`src/fpu_flags_pkg.sv`:
```
// Package for the floating-point control and status flag block.
// Assumes a 32-bit register port with one-cycle read latency.
package fpu_flags_pkg;
  localparam int unsigned ADDR_W            = 4;
  localparam int unsigned DATA_W            = 32;
  localparam logic [3:0]  ADDR_CTRL_ZERO    = 4'h0;
  localparam logic [3:0]  ADDR_STATUS_WORD  = 4'h1;
  localparam logic [3:0]  ADDR_TASK_FLAGS   = 4'h2;
  localparam int unsigned BIT_MONITOR       = 1;
  localparam int unsigned BIT_COPROC_TYPE   = 4;
  localparam int unsigned BIT_ERR_REPORT    = 5;
  localparam int unsigned BIT_TASK_SWITCHED = 0;
  localparam int unsigned BIT_CC0           = 8;
  localparam int unsigned BIT_CC1           = 9;
  localparam int unsigned BIT_CC2           = 10;
  localparam int unsigned BIT_CC3           = 14;
  localparam logic [31:0] CTRL_ZERO_RESET   = 32'h0000_0010;
  localparam logic [31:0] CTRL_WRITE_MASK   = 32'hFFFF_FFEF;
  localparam logic [3:0]  CC_RESET          = 4'h0;
  localparam logic [7:0]  VEC_NUMERIC_ERR   = 8'h10;
  localparam logic [7:0]  VEC_DEV_NOT_AVAIL = 8'h07;
  typedef enum logic [2:0] {
    FAULT_NONE   = 3'b001,
    FAULT_DEVNA  = 3'b010,
    FAULT_NUMERR = 3'b100
  } fault_t;
endpackage

```
`src/fpu_control_status_flags.sv`:
```
// Control register zero flags and floating-point condition codes.
// Assumes the integer unit presents one-cycle op pulses synchronous to sys_clk.
// Functional notes
// - The coprocessor type flag at bit 4 of control register zero always reads as 1.
// - With the error report flag at bit 5 set, unmasked errors not preempted by a same-cycle device-not-available go internally on vector 16, else externally.
// - Hardware reset clears the error report flag; software sets it to use internal reporting.
// - With monitor flag bit 1 and task switched set, waiting instructions raise device-not-available on vector 7.
// - Condition code bits 0..3 sit at status word bits 8, 9, 10 and 14.
// - Initialize and hardware reset clear all four condition code bits.
// - An incomplete partial remainder, either variant, clears condition code bits 0, 1 and 3.
// - Condition code bit 2 flags an incomplete partial tangent.
//
// Local design decisions: strobed register access and the address map.
`timescale 1ns/100ps
`default_nettype none
module fpu_control_status_flags
  import fpu_flags_pkg::*;
(
  // Clock and reset
  input  wire logic                        sys_clk,
  input  wire logic                        rst_b,
  // Register port
  input  wire logic [fpu_flags_pkg::ADDR_W-1:0] reg_addr,
  input  wire logic [fpu_flags_pkg::DATA_W-1:0] reg_wdata,
  input  wire logic                        reg_wr,
  input  wire logic                        reg_rd,
  output logic      [fpu_flags_pkg::DATA_W-1:0] reg_rdata,
  // Floating-point operation events
  input  wire logic                        fpu_initialize_op,
  input  wire logic                        partial_remainder_op,
  input  wire logic                        ieee_partial_remainder_op,
  input  wire logic                        partial_tangent_op,
  input  wire logic                        op_incomplete,
  input  wire logic                        cc_load,
  input  wire logic [3:0]                  cc_load_value,
  input  wire logic                        wait_for_fpu_op,
  input  wire logic                        unmasked_fp_error,
  // Fault outputs
  output logic                             fault_valid,
  output logic      [7:0]                  fault_vector,
  output logic                             ext_fp_error
);
  import fpu_flags_pkg::*;

  logic       rst_meta;
  logic       rst_sync_b;
  logic [31:0] ctrl_zero;
  logic [31:0] next_ctrl_zero;
  logic        task_switched_flag;
  logic        next_task_switched_flag;
  logic [3:0]  cc;
  logic [3:0]  next_cc;
  logic [31:0] next_rdata;
  fault_t      fault;
  fault_t      next_fault;
  logic        next_ext_err;

  function automatic logic [15:0] status_word(input logic [3:0] c);
    logic [15:0] s;
    s = 16'h0000;
    s[BIT_CC0] = c[0];
    s[BIT_CC1] = c[1];
    s[BIT_CC2] = c[2];
    s[BIT_CC3] = c[3];
    return s;
  endfunction

  // Reset release through two flops
  always_ff @(posedge sys_clk or negedge rst_b) begin
    if (!rst_b) begin
      rst_meta   <= 1'b0;
      rst_sync_b <= 1'b0;
    end else begin
      rst_meta   <= 1'b1;
      rst_sync_b <= rst_meta;
    end
  end

  wire logic remainder_any = partial_remainder_op | ieee_partial_remainder_op;
  wire logic monitor_flag  = ctrl_zero[BIT_MONITOR];
  wire logic error_report  = ctrl_zero[BIT_ERR_REPORT];

  // Register writes
  always_comb begin
    next_ctrl_zero          = ctrl_zero;
    next_task_switched_flag = task_switched_flag;
    if (reg_wr && reg_addr == ADDR_CTRL_ZERO) begin
      next_ctrl_zero = reg_wdata & CTRL_WRITE_MASK;
    end else if (reg_wr && reg_addr == ADDR_TASK_FLAGS) begin
      next_task_switched_flag = reg_wdata[BIT_TASK_SWITCHED];
    end
    next_ctrl_zero[BIT_COPROC_TYPE] = 1'b1;
  end

  // Condition codes; initialize wins over any other update
  always_comb begin
    next_cc = cc;
    if (fpu_initialize_op) begin
      next_cc = CC_RESET;
    end else if (remainder_any && op_incomplete) begin
      next_cc    = CC_RESET;
      next_cc[2] = 1'b1;
    end else if (partial_tangent_op) begin
      next_cc    = cc;
      next_cc[2] = op_incomplete;
    end else if (cc_load) begin
      next_cc = cc_load_value;
    end
  end

  // Fault routing: device-not-available outranks numeric error
  always_comb begin
    next_fault   = FAULT_NONE;
    next_ext_err = 1'b0;
    if (wait_for_fpu_op && monitor_flag && task_switched_flag) begin
      next_fault = FAULT_DEVNA;
    end else if (unmasked_fp_error && error_report) begin
      next_fault = FAULT_NUMERR;
    end else if (unmasked_fp_error) begin
      next_ext_err = 1'b1;
    end
  end

  // Read data, valid the cycle after the strobe only
  always_comb begin
    next_rdata = 32'h0000_0000;
    if (reg_rd) begin
      if (reg_addr == ADDR_CTRL_ZERO) begin
        next_rdata = ctrl_zero;
      end else if (reg_addr == ADDR_STATUS_WORD) begin
        next_rdata = {16'h0000, status_word(cc)};
      end else if (reg_addr == ADDR_TASK_FLAGS) begin
        next_rdata = {31'h0000_0000, task_switched_flag};
      end else begin
        next_rdata = 32'h0000_0000;
      end
    end
  end

  // Control state; internal error reporting stays off until software turns it on
  always_ff @(posedge sys_clk or negedge rst_sync_b) begin
    if (!rst_sync_b) begin
      ctrl_zero          <= CTRL_ZERO_RESET;
      task_switched_flag <= 1'b0;
    end else begin
      ctrl_zero          <= next_ctrl_zero;
      task_switched_flag <= next_task_switched_flag;
    end
  end

  chk_type_flag_one: assert property (
    @(posedge sys_clk) disable iff (!rst_sync_b)
    ctrl_zero[BIT_COPROC_TYPE] == 1'b1
  ) else $error("type flag not 1");

  chk_reset_err_flag: assert property (
    @(posedge sys_clk)
    $rose(rst_sync_b) |-> !error_report
  ) else $error("error flag set after reset");

  chk_ctrl_hold: assert property (
    @(posedge sys_clk) disable iff (!rst_sync_b)
    !(reg_wr && reg_addr == ADDR_CTRL_ZERO) |=> $stable(ctrl_zero)
  ) else $error("control register changed without a write");

  chk_type_write_ignored: assert property (
    @(posedge sys_clk) disable iff (!rst_sync_b)
    (reg_wr && reg_addr == ADDR_CTRL_ZERO) |=> (ctrl_zero[5] == $past(reg_wdata[5]) && ctrl_zero[4])
  ) else $error("control write wrong");

  chk_ctrl_other_bits: assert property (
    @(posedge sys_clk) disable iff (!rst_sync_b)
    (reg_wr && reg_addr == ADDR_CTRL_ZERO) |=>
      (ctrl_zero[31:5] == $past(reg_wdata[31:5]) && ctrl_zero[3:0] == $past(reg_wdata[3:0]))
  ) else $error("control bits beside the type flag lost");

  chk_task_flag_write: assert property (
    @(posedge sys_clk) disable iff (!rst_sync_b)
    (reg_wr && reg_addr == ADDR_TASK_FLAGS) |=> task_switched_flag == $past(reg_wdata[0])
  ) else $error("task switched flag write lost");

  // Condition codes
  always_ff @(posedge sys_clk or negedge rst_sync_b) begin
    if (!rst_sync_b) begin
      cc <= CC_RESET;
    end else begin
      cc <= next_cc;
    end
  end

  chk_cc_reset_zero: assert property (
    @(posedge sys_clk)
    $rose(rst_sync_b) |-> cc == 4'h0
  ) else $error("codes not clear after reset");

  chk_init_clears: assert property (
    @(posedge sys_clk) disable iff (!rst_sync_b)
    fpu_initialize_op |=> cc == 4'h0
  ) else $error("init did not clear codes");

  chk_rem_clears: assert property (
    @(posedge sys_clk) disable iff (!rst_sync_b)
    (!fpu_initialize_op && remainder_any && op_incomplete) |=>
      (cc[0] == 1'b0 && cc[1] == 1'b0 && cc[3] == 1'b0)
  ) else $error("remainder did not clear codes");

  chk_rem_sets_cc2: assert property (
    @(posedge sys_clk) disable iff (!rst_sync_b)
    (!fpu_initialize_op && remainder_any && op_incomplete) |=> cc[2] == 1'b1
  ) else $error("remainder did not flag incomplete");

  chk_tan_incomplete: assert property (
    @(posedge sys_clk) disable iff (!rst_sync_b)
    (!fpu_initialize_op && !remainder_any && partial_tangent_op) |=> cc[2] == $past(op_incomplete)
  ) else $error("tangent incomplete wrong");

  chk_tan_keeps_codes: assert property (
    @(posedge sys_clk) disable iff (!rst_sync_b)
    (!fpu_initialize_op && !remainder_any && partial_tangent_op) |=>
      (cc[0] == $past(cc[0]) && cc[1] == $past(cc[1]) && cc[3] == $past(cc[3]))
  ) else $error("tangent disturbed other codes");

  chk_cc_quiet: assert property (
    @(posedge sys_clk) disable iff (!rst_sync_b)
    !(fpu_initialize_op || remainder_any || partial_tangent_op || cc_load) |=> $stable(cc)
  ) else $error("codes changed with no op");

  // Fault pulses last one cycle; the integer unit must take them on the next edge
  always_ff @(posedge sys_clk or negedge rst_sync_b) begin
    if (!rst_sync_b) begin
      fault        <= FAULT_NONE;
      ext_fp_error <= 1'b0;
    end else begin
      fault        <= next_fault;
      ext_fp_error <= next_ext_err;
    end
  end

  always_comb begin
    fault_valid  = 1'b0;
    fault_vector = 8'h00;
    case (fault)
      FAULT_DEVNA: begin
        fault_valid  = 1'b1;
        fault_vector = VEC_DEV_NOT_AVAIL;
      end
      FAULT_NUMERR: begin
        fault_valid  = 1'b1;
        fault_vector = VEC_NUMERIC_ERR;
      end
      default: begin
        fault_valid  = 1'b0;
        fault_vector = 8'h00;
      end
    endcase
  end

  chk_numerr_internal: assert property (
    @(posedge sys_clk) disable iff (!rst_sync_b)
    (unmasked_fp_error && !wait_for_fpu_op && error_report) |=>
      (fault_valid && fault_vector == 8'h10 && !ext_fp_error)
  ) else $error("internal error report wrong");

  chk_numerr_external: assert property (
    @(posedge sys_clk) disable iff (!rst_sync_b)
    (unmasked_fp_error && !wait_for_fpu_op && !error_report) |=>
      (ext_fp_error && !fault_valid)
  ) else $error("external error report wrong");

  chk_devna_vector: assert property (
    @(posedge sys_clk) disable iff (!rst_sync_b)
    (wait_for_fpu_op && monitor_flag && task_switched_flag) |=>
      (fault_valid && fault_vector == 8'h07)
  ) else $error("device not available missing");

  chk_no_fault_idle: assert property (
    @(posedge sys_clk) disable iff (!rst_sync_b)
    (!unmasked_fp_error && !(wait_for_fpu_op && monitor_flag && task_switched_flag)) |=>
      (!fault_valid && !ext_fp_error)
  ) else $error("fault raised with no cause");

  // Read data stand for one cycle only, so a late sample reads zero
  always_ff @(posedge sys_clk or negedge rst_sync_b) begin
    if (!rst_sync_b) begin
      reg_rdata <= 32'h0000_0000;
    end else begin
      reg_rdata <= next_rdata;
    end
  end

  chk_status_layout: assert property (
    @(posedge sys_clk) disable iff (!rst_sync_b)
    (reg_rd && reg_addr == ADDR_STATUS_WORD) |=>
      (reg_rdata[14] == $past(cc[3]) && reg_rdata[10] == $past(cc[2]) &&
       reg_rdata[9] == $past(cc[1]) && reg_rdata[8] == $past(cc[0]))
  ) else $error("status layout wrong");

  chk_status_spare_zero: assert property (
    @(posedge sys_clk) disable iff (!rst_sync_b)
    (reg_rd && reg_addr == ADDR_STATUS_WORD) |=>
      (reg_rdata[31:15] == 17'h0_0000 && reg_rdata[13:11] == 3'h0 && reg_rdata[7:0] == 8'h00)
  ) else $error("status spare bits not zero");

  chk_ctrl_readback: assert property (
    @(posedge sys_clk) disable iff (!rst_sync_b)
    (reg_rd && reg_addr == ADDR_CTRL_ZERO) |=> reg_rdata[4] == 1'b1
  ) else $error("type flag read back wrong");

  chk_rdata_idle: assert property (
    @(posedge sys_clk) disable iff (!rst_sync_b)
    !reg_rd |=> reg_rdata == 32'h0000_0000
  ) else $error("read data outside read cycle");
endmodule
`default_nettype wire

```
`config.mk`:
```
export PLATFORM = sky130hd
export DESIGN_NAME = fpu_control_status_flags
export DESIGN_NICKNAME = d
export VERILOG_FILES = /design/src/fpu_flags_pkg.sv /design/src/fpu_control_status_flags.sv
export SDC_FILE = /design/constraint.sdc
export NUM_CORES = 1
export LEC_CHECK = 0
export ABC_AREA = 1
export BUFFER_PORTS_ARGS = -buffer_cell sky130_fd_sc_hd__buf_2
export CORE_UTILIZATION = 49
export DETAILED_ROUTE_END_ITERATION = 8
export PLACE_DENSITY = 0.78
export REMOVE_ABC_BUFFERS = 1
export SLEW_MARGIN = 20
export SYNTH_ARGS = -nofsm -noshare
export SYNTH_HDL_FRONTEND = slang
export SYNTH_SLANG_ARGS = --single-unit
```
`constraint.sdc`:
```
create_clock -name sys_clk -period 2.6 [get_ports sys_clk]
set_input_delay 0.52 -clock sys_clk [delete_from_list [all_inputs] [get_ports sys_clk]]
set_output_delay 0.52 -clock sys_clk [all_outputs]
set_load 0.005 [all_outputs]
```
# ---- Word-level counts from Yosys, hierarchy flattened
# Cells that the tools add are included.
dict set report word_totals {
  out_inout_bits 42
  inputBits 52
  ramBits 0
  word_cells 43
  mem_count 0
  latchBits 0
  regBits 74
  mem_bits_ro 0
}
dict set report classes {
  reduce_logical 12
  n_mul 0
  n_addsub 0
  n_bitwise 2
  n_mux 15
  div 0
  n_shift 0
  eq_ne 5
  order_cmp 0
}
# cell count
set ops {}
lappend ops {{32-bit two-way mux} 2}
lappend ops {{4-bit two-way mux} 4}
lappend ops {{15-bit two-way mux} 1}
lappend ops {{5-bit one-hot mux with 2 select lines} 1}
lappend ops {{1-bit logical AND} 6}
lappend ops {{3-bit two-way mux} 2}
lappend ops {{1-bit two-way mux} 5}
lappend ops {{4-bit by 1-bit equality test with 1-bit output (second input constant)} 1}
lappend ops {{4-bit by 2-bit equality test with 1-bit output (second input constant)} 1}
lappend ops {{4-bit zero test} 1}
lappend ops {{2-bit AND reduction} 2}
lappend ops {{4-bit nonzero test} 1}
lappend ops {{3-bit by 2-bit equality test with 1-bit output (second input constant)} 1}
lappend ops {{3-bit equality test (second input constant)} 1}
lappend ops {{3-bit by 2-bit inequality test with 1-bit output (second input constant)} 1}
lappend ops {{3-bit nonzero test} 1}
lappend ops {{2-bit OR reduction} 1}
lappend ops {{1-bit inverter} 1}
lappend ops {{1-bit bitwise OR} 1}

# ---- Longest topological paths before layout
# Gate-level depths: netlist (run 1).
dict set report logic_depth {
  depth_word 5
  depth_mapped 6
  depth_no_buf 6
}

# ---- Worst setup path after synthesis (run 1)
# OpenSTA, ideal clock, no wires.
dict set report synth_path {
  path_kind {register to output}
  from {register fault[2]}
  to {output fault_valid}
  stages_incl_launch_ff 3
  setup_slack_ns 1.193
  path_buffers 0
  t_required_ns 2.080
  t_arrival_ns 0.887
  cell_sequence {dfrtp_1 > nor3_1 > or2_2}
}
dict set report synth_between {
  elab_chain_len 3
  word_cells_on_any_way 4
  cone_classes {eq/ne: 2; mux: 1; reduce/logical: 1}
}
# item line
set synth_lines {}
lappend synth_lines {{from (decl)} fpu_control_status_flags.sv:54} ;# fault_t fault;
lappend synth_lines {{from (signal assigned)} fpu_control_status_flags.sv:234} ;# fault <= next_fault;
lappend synth_lines {{3-bit equality test or 3-bit by 2-bit equality test with 1-bit output (tied branches)} fpu_control_status_flags.sv:242} ;# case (fault)
lappend synth_lines {{2-bit OR reduction (no line) (*)} --}
lappend synth_lines {{1-bit two-way mux (*)} fpu_control_status_flags.sv:242}
lappend synth_lines {{to (decl)} fpu_control_status_flags.sv:39} ;# output logic fault_valid,
# Mark *: on every way between the ends. The rest lies on a longest branch, timed or not.

# ---- Final worst setup path (run 1)
dict set report layout_path {
  from {register fault[0]}
  to {output fault_valid}
}
# Same word-level chain as after synthesis.

==> results of run 1 <==
power breakdown:
group	switching [W]	internal [W]
logic	0.000140	0.000104
clock network	0.000406	0.000369
registers	0.0000650	0.00129
cell usage in the layout (no fill, tap or decap), types with 2 or more instances in the layout:
cell type	synthesis	layout
o21ai_0	27	27
nor2_1	33	33
nand4_1	4	4
dfrtp_1	73	72
nand2_1	56	56
o21ai_1	8	8
inv_1	44	44
conb_1	2	5
clkbuf_8	0	10
nand3_1	7	7
buf_2	3	88
clkinv_2	0	3
buf_4	8	2
o22ai_1	4	4
synth_stat cells:
| cell | count | share of area |
|---|---|---|
| buf_2 | 3 | 0.0054 |
| buf_4 | 8 | 0.021 |
| buf_6 | 4 | 0.016 |
| conb_1 | 2 | 0.0027 |
| dfrtp_1 | 73 | 0.65 |
| dfstp_2 | 1 | 0.0094 |
| inv_1 | 44 | 0.059 |
| nand2_1 | 56 | 0.075 |
| nand2_2 | 1 | 0.0022 |
| nand3_1 | 7 | 0.013 |
| nand4_1 | 4 | 0.0090 |
| nor2_1 | 33 | 0.044 |
| nor2_2 | 1 | 0.0022 |
| nor2_4 | 1 | 0.0040 |
| nor2_8 | 1 | 0.0072 |
| nor3_1 | 1 | 0.0018 |
| o21ai_0 | 27 | 0.048 |
| o21ai_1 | 8 | 0.014 |
| o22ai_1 | 4 | 0.0090 |
| or2_2 | 1 | 0.0022 |
flip-flops by register name, summed over array words and instances, names as in the netlist:
signal	count
ext_fp_error	1
fault	3
task_switched_flag	1
reg_rdata	32
rst_meta	1
rst_sync_b	1
cc	4
ctrl_zero	31
path summary, 6_finish.rpt:
path                                 start             to  slack (ns)
worst min register to register    rst_meta     rst_sync_b        0.38
worst max register to register  rst_sync_b  reg_rdata[21]        1.58
min in group asynchronous       rst_sync_b  reg_rdata[26]        0.46
worst min-delay path              rst_meta     rst_sync_b        0.38
worst max-delay path              fault[0]    fault_valid        0.75
max in group asynchronous       rst_sync_b  reg_rdata[21]        1.58
routing by layer:
metal,track usage,share of wire,up-vias
li1,-,-,1021
met1,0.223,0.45,913
met2,0.305,0.48,73
met3,0.0506,0.059,8
met4,0.0849,0.016,0
met5,0,0,-
area by class of cell:
type / count / area, µm² / area share
multi-input cells: 150 / 668 / 0.195
clock buffers: 11 / 141 / 0.0414
well taps: 72 / 90.1 / 0.0264
clock inverters: 5 / 31.3 / 0.00915
repair buffers: 91 / 465 / 0.136
flip-flops and latches: 74 / 1860 / 0.543
inverters: 44 / 165 / 0.0483
stage by stage:
step                      hold WS [ns]  worst slack (ns)
after floorplan                  0.224             0.388
after global placement           0.305             0.813
after detailed placement         0.308             0.737
after CTS                        0.376             0.732
after global routing             0.389             0.691
final                            0.380             0.748
logic make-up after synthesis:
group           after synthesis  synth area share
simple gates                106             0.161
flops                        74             0.663
other cells                   2           0.00269
compound gates               39            0.0716
buf+inv                      59             0.102
==> impl_metrics.tcl, run 1 <==
set metrics [dict create \
    status "finished clean" \
    cts_hold_buf 1 \
    routed_wirelength_mm 5.05 \
    fmax_mhz 540 \
    yosysUniqueCellTypes 20 \
    dieArea_um2 6010 \
    gp_congestion 0.842 \
    crit_family "flip-flops" \
    post-route-drc-count 0 \
    gr-total-overflow 0 \
    cts_root_buf "clkbuf_8" \
    drt-wirelength-per-cell_um 11.3 \
    clk_latency_ns 0.33 \
    numCtsBuffers 9 \
    chipWidth_um 77.5 \
    path_buf_inv 1 \
    cpPeakStageDelay_ns 0.53 \
    grt_pass1_wl_mm 8.52 \
    required_ns 2.08 \
    place_inst 430 \
    cp-start-kind "register" \
    start_util 0.508 \
    drtIter0Drc 62 \
    tns_ns 0 \
    slew_headroom 0.413 \
    viasPerCell 4.51 \
    netlist_instances 280 \
    slew_violations 0 \
    crit_type "register to primary output" \
    first_pass_iters 5 \
    vias 2015 \
    htree_levels 3 \
    port_buffers 88 \
    post_cts_buffers 0 \
    cts_tree "done" \
    yosysWarnings 0 \
    path_depth 3 \
    num_rows 27 \
    powerDensity_nw_per_um2 694 \
    p_leak_nw 1.95 \
    first_global_vias 1997 \
    max_cap_viol_count 0 \
    end_kind "primary output" \
    crit_chain "nor3_1, or2_2, buf_2" \
    crit_path_max_fanout 4 \
    power_w 0.00237 \
    worst_ep_arrival_time_ns 1.33 \
    antenna_left 0 \
    clock_sinks 74 \
    grt.total_usage 0.184 \
    clk_pin_slew_ns 0.08 \
    coreArea_um2 5510 \
    synth-seq-area-share 0.663 \
    syn2layout_area_growth_pct 22.3 \
    antenna_found_initial 0 \
    netlist_area_um2 2800 \
    r2r_cells 0 \
    ys_ff_latch 74 \
    pin_count 94 \
    nFillCells 467 \
    worst_pin_slew_ns 0.880 \
    avgSynthCellArea_um2 9.98 \
    final_cell_area_um2 3420 \
    grt_max_degree 73 \
    cts.path.max_buffers 2 \
    slowest_stage "dfstp_2" \
    fin_util 0.621 \
    finalCritPeriodShare 0.712 \
    dp_hpwl_mm 3.43 \
    nNetsFinal 422 \
    rsz0062_at_grt "no" \
    hold_path.class "register to register" \
    antenna_cells 0 \
    drive_above_1_share 0.299 \
    skew_ns 0.0126 \
    stdcell_count 447 \
    hold_viol 0 \
    cts_resized 0 \
    setup_violations 0 \
    postPlaceCellArea_um2 3240 \
    die_h_um 77.5 \
    irDropWorstVdd_uv 371 \
    min_period_ns 1.85 \
    holdPathStages 0 \
]
Power figures use the tool's default switching activity.
==> run 2: changes to the inputs <==
Clock period 2.6 ns to 1.8 ns, I/O delays scaled along.
==> run 2 against run 1 <==
Sequential share of layout area decreased by 0.67 points. Sequential power grew 42%. Largest power group unchanged. Clock-buffer cell count is 1 higher. Critical endpoint unchanged.
==> impl_metrics.tcl, run 2 (same netlist as run 1, synthesis figures left out) <==
set metrics [dict create \
    status "finished clean" \
    gr-total-overflow 0 \
    place_inst 433 \
    fmax_mhz 598 \
    first_pass_iters 4 \
    irDropWorstVdd_uv 440 \
    layout_common_cells "buf_2 (88), dfrtp_1 (72), nand2_1 (56)" \
    grt_pass1_wl_mm 8.63 \
    htree_levels 3 \
    skew_ns 0.00468 \
    cts_root_buf "clkbuf_8" \
    chipWidth_um 77.5 \
    drtIter0Drc 123 \
    finalCritPeriodShare 0.929 \
    routed_wirelength_mm 5.08 \
    clock_sinks 74 \
    vias 2055 \
    end_kind "primary output" \
    required_ns 1.44 \
    crit_path_max_fanout 4 \
    nFillCells 464 \
    nNetsFinal 425 \
    fin_util 0.628 \
    grt_max_degree 73 \
    hold_path.class "input pin to register" \
    post-route-drc-count 0 \
    dp_hpwl_mm 3.65 \
    clk_pin_slew_ns 0.07 \
    post_cts_buffers 0 \
    pin_count 94 \
    rsz0062_at_grt "no" \
    antenna_cells 0 \
    drt-wirelength-per-cell_um 11.3 \
    layout_commonest_cell "buf_2" \
    antenna_left 0 \
    multiInputGateArea_um2 668 \
    cts_tree "done" \
    worst_ep_arrival_time_ns 1.31 \
    syn2layout_area_growth_pct 23.8 \
    coreArea_um2 5510 \
    viasPerCell 4.57 \
    hold_viol 0 \
    largest_registers "reg_rdata x32, ctrl_zero x31, cc x4" \
    grt.total_usage 0.190 \
    cp-start-kind "register" \
    setup_violations 0 \
    setup_ws_ns 0.127 \
    stdcell_count 450 \
    antenna_found_initial 0 \
    largest_register "reg_rdata" \
    powerDensity_nw_per_um2 1010 \
    gp_congestion 0.786 \
    die_h_um 77.5 \
    largest_reg_flops 32 \
    drive_above_1_share 0.299 \
    clk_latency_ns 0.33 \
    slew_violations 0 \
    first_global_vias 1950 \
    cts_resized 0 \
    postPlaceCellArea_um2 3270 \
    port_buffers 88 \
    numCtsBuffers 9 \
    dp_slack_ns 0.386 \
    p_leak_nw 1.97 \
    crit_type "register to primary output" \
    dieArea_um2 6010 \
    num_rows 27 \
    seqCellArea_um2 1860 \
    final_cell_area_um2 3460 \
    min_period_ns 1.67 \
    start_util 0.508 \
    max_cap_viol_count 0 \
    cts.path.max_buffers 2 \
]
run 2: repair_timing:
item | 4_1_cts | 5_1_grt
endpoints found under the setup margin | 0 | 0
hold buffers | 1 | 0
hold endpoints to repair | 2 | 0
run 2: per-layer routing:
metal | vias up | GRT usage | routed length [µm]
li1 | 1030 | - | -
met1 | 946 | 0.224 | 2180
met2 | 71 | 0.315 | 2490
met3 | 8 | 0.0553 | 338
met4 | 0 | 0.100 | 78
met5 | - | 0 | 0
run 2: layout make-up:
cell class                      count  area share
Multi-Input combinational cell    150       0.193
Timing Repair Buffer               94       0.145
Clock inverter                      4      0.0130
Tap cell                           72      0.0260
Sequential cell                    74       0.537
Inverter                           44      0.0477
Clock buffer                       12      0.0390
run 2: final timing paths:
kind / endpoint / startpoint / cells past startpoint / slack (ns)
setup / recovery: fault_valid / fault[0] / 3 / 0.13
setup reg to reg: fault[2] / task_switched_flag / 3 / 1.00
hold reg to reg: ctrl_zero[22] / rst_sync_b / 1 / 0.33
max in group asynchronous: fault[0] / rst_sync_b / 1 / 1.14
min in group asynchronous: ctrl_zero[22] / rst_sync_b / 1 / 0.33
hold / removal: ctrl_zero[25] / reg_wdata[25] / 3 / 0.24
run 2: stage by stage:
stage / hold WS (ns) / TNS, ns / total power (W)
3_5_place_dp: 0.151 / 0 / 0.00235
5_1_grt: 0.238 / 0 / 0.00370
2_1_floorplan: 0.0644 / -29.23 / 0.00219
3_3_place_gp: 0.147 / 0 / 0.00232
6_report: 0.239 / 0 / 0.00350
4_1_cts: 0.217 / 0 / 0.00355
run 2: worst max-delay path, cell delays in order, from the launching register on:
cell	delay (ns)
dfstp_2	0.53
nor3_1	0.07
or2_2	0.27
buf_2	0.12
run 2: power by group:
group          leakage (nW)  internal, W  switching [W]  total, W
logic                 0.922     0.000155       0.000236  0.000391
registers             0.955      0.00186      0.0000604   0.00192
clock network        0.0941     0.000635       0.000552   0.00119
total                  1.97      0.00265       0.000848   0.00350
==> run 3: changes to the inputs <==
Settings changed: CTS_BUF_LIST set to sky130_fd_sc_hd__clkbuf_4 sky130_fd_sc_hd__clkbuf_8 sky130_fd_sc_hd__clkbuf_16, PLACE_DENSITY 0.78 to unset, PLACE_DENSITY_LB_ADDON set to 0.08.
==> run 3 against run 2 <==
Fmax up 0.23%. First-iteration DRC count up 12%. Critical path depth unchanged. Critical endpoint unchanged. Largest cell class unchanged. Highest routed layer unchanged.
==> impl_metrics.tcl, run 3 (same netlist as run 1, synthesis figures left out) <==
set metrics [dict create \
    r2r_cells 1 \
    path_depth 3 \
    crit_chain "nor3_1, or2_2, buf_2" \
    worst_ep_arrival_time_ns 1.31 \
    cpPeakStageDelay_ns 0.53 \
    fmax_mhz 599 \
    slew_violations 0 \
    end_kind "primary output" \
    skew_ns 0.00811 \
    p_leak_nw 1.97 \
    crit_type "register to primary output" \
    crit_family "flip-flops" \
    drive_above_1_share 0.303 \
    clock_sinks 74 \
    rsz0062_at_grt "no" \
    post-route-drc-count 0 \
    syn2layout_area_growth_pct 24.4 \
    finalCritPeriodShare 0.927 \
    gr-total-overflow 0 \
    postPlaceCellArea_um2 3280 \
    start_util 0.508 \
    cts_root_buf "clkbuf_8" \
    final_cell_area_um2 3480 \
    chipWidth_um 77.5 \
    hold_path.class "input pin to register" \
    cp-start-kind "register" \
    num_rows 27 \
    max_cap_viol_count 0 \
    dp_hpwl_mm 3.38 \
    slowest_stage "dfstp_2" \
    clk_pin_slew_ns 0.07 \
    stdcell_count 448 \
    routed_wirelength_mm 4.86 \
    pin_count 94 \
    coreArea_um2 5510 \
    gp_congestion 0.751 \
    setup_violations 0 \
    required_ns 1.44 \
    grt.total_usage 0.187 \
    drt-wirelength-per-cell_um 10.8 \
    numCtsBuffers 9 \
    first_global_vias 1962 \
    largest_register "reg_rdata" \
    min_period_ns 1.67 \
    fin_util 0.632 \
    viasPerCell 4.38 \
    nNetsFinal 424 \
    status "finished clean" \
    antenna_left 0 \
    dieArea_um2 6010 \
    power_w 0.00353 \
    holdWs_ns 0.236 \
    grt_max_degree 59 \
    layout_commonest_cell "buf_2" \
    layout_common_cells "buf_2 (88), dfrtp_1 (72), nand2_1 (56)" \
    largest_registers "reg_rdata x32, ctrl_zero x31, cc x4" \
    antenna_cells 0 \
    cts_tree "done" \
    htree_levels 3 \
    place_inst 432 \
    holdPathStages 3 \
    seqCellArea_um2 1860 \
    largest_reg_flops 32 \
    cts.path.max_buffers 2 \
    nFillCells 463 \
    port_buffers 88 \
    irDropWorstVdd_uv 521 \
    path_buf_inv 1 \
    crit_path_max_fanout 4 \
    clk_latency_ns 0.32 \
    die_h_um 77.5 \
    hold_viol 0 \
    drtIter0Drc 138 \
    grt_pass1_wl_mm 8.53 \
    antenna_found_initial 0 \
    first_pass_iters 4 \
    powerDensity_nw_per_um2 1020 \
    multiInputGateArea_um2 668 \
    vias 1964 \
]
run 3: through the flow:
stage,setup slack [ns],setup TNS (ns)
3_3_place_gp,0.427,0
4_1_cts,0.102,0
6_report,0.131,0
2_1_floorplan,-0.412,-29.23
3_5_place_dp,0.401,0
5_1_grt,0.0380,0
run 3: routing by layer:
layer  track usage  vias to the layer above  wire [µm]
met1         0.240                      873       2220
li1              -                     1025          -
met4         0.102                        0         47
met3        0.0435                        4        297
met5             0                        -          0
met2         0.296                       62       2290
run 3: power breakdown:
group | internal [W] | switching, W
sequential | 0.00186 | 0.0000738
combinational | 0.000155 | 0.000214
clock | 0.000665 | 0.000560
run 3: final timing paths:
kind                                from             to  slack (ns)
min reg2reg                   rst_sync_b          cc[1]        0.28
max                             fault[0]    fault_valid        0.13
max in group asynchronous     rst_sync_b       fault[0]        0.91
min in group asynchronous     rst_sync_b          cc[1]        0.28
min                        reg_wdata[14]  ctrl_zero[14]        0.24
max reg2reg                   rst_sync_b       fault[0]        0.91
run 3: timing repair:
item                                   CTS  global route
hold buffers                             1             0
gates resized for setup                  0             0
buffers inserted                         0             0
endpoints found under the hold margin    2             0
run 3: layout make-up:
type / count / share of cell area
Sequential cell: 74 / 0.534
Multi-Input combinational cell: 150 / 0.192
Timing Repair Buffer: 93 / 0.145
Inverter: 44 / 0.0475
Clock buffer: 10 / 0.0396
Tap cell: 72 / 0.0259
Clock inverter: 5 / 0.0158
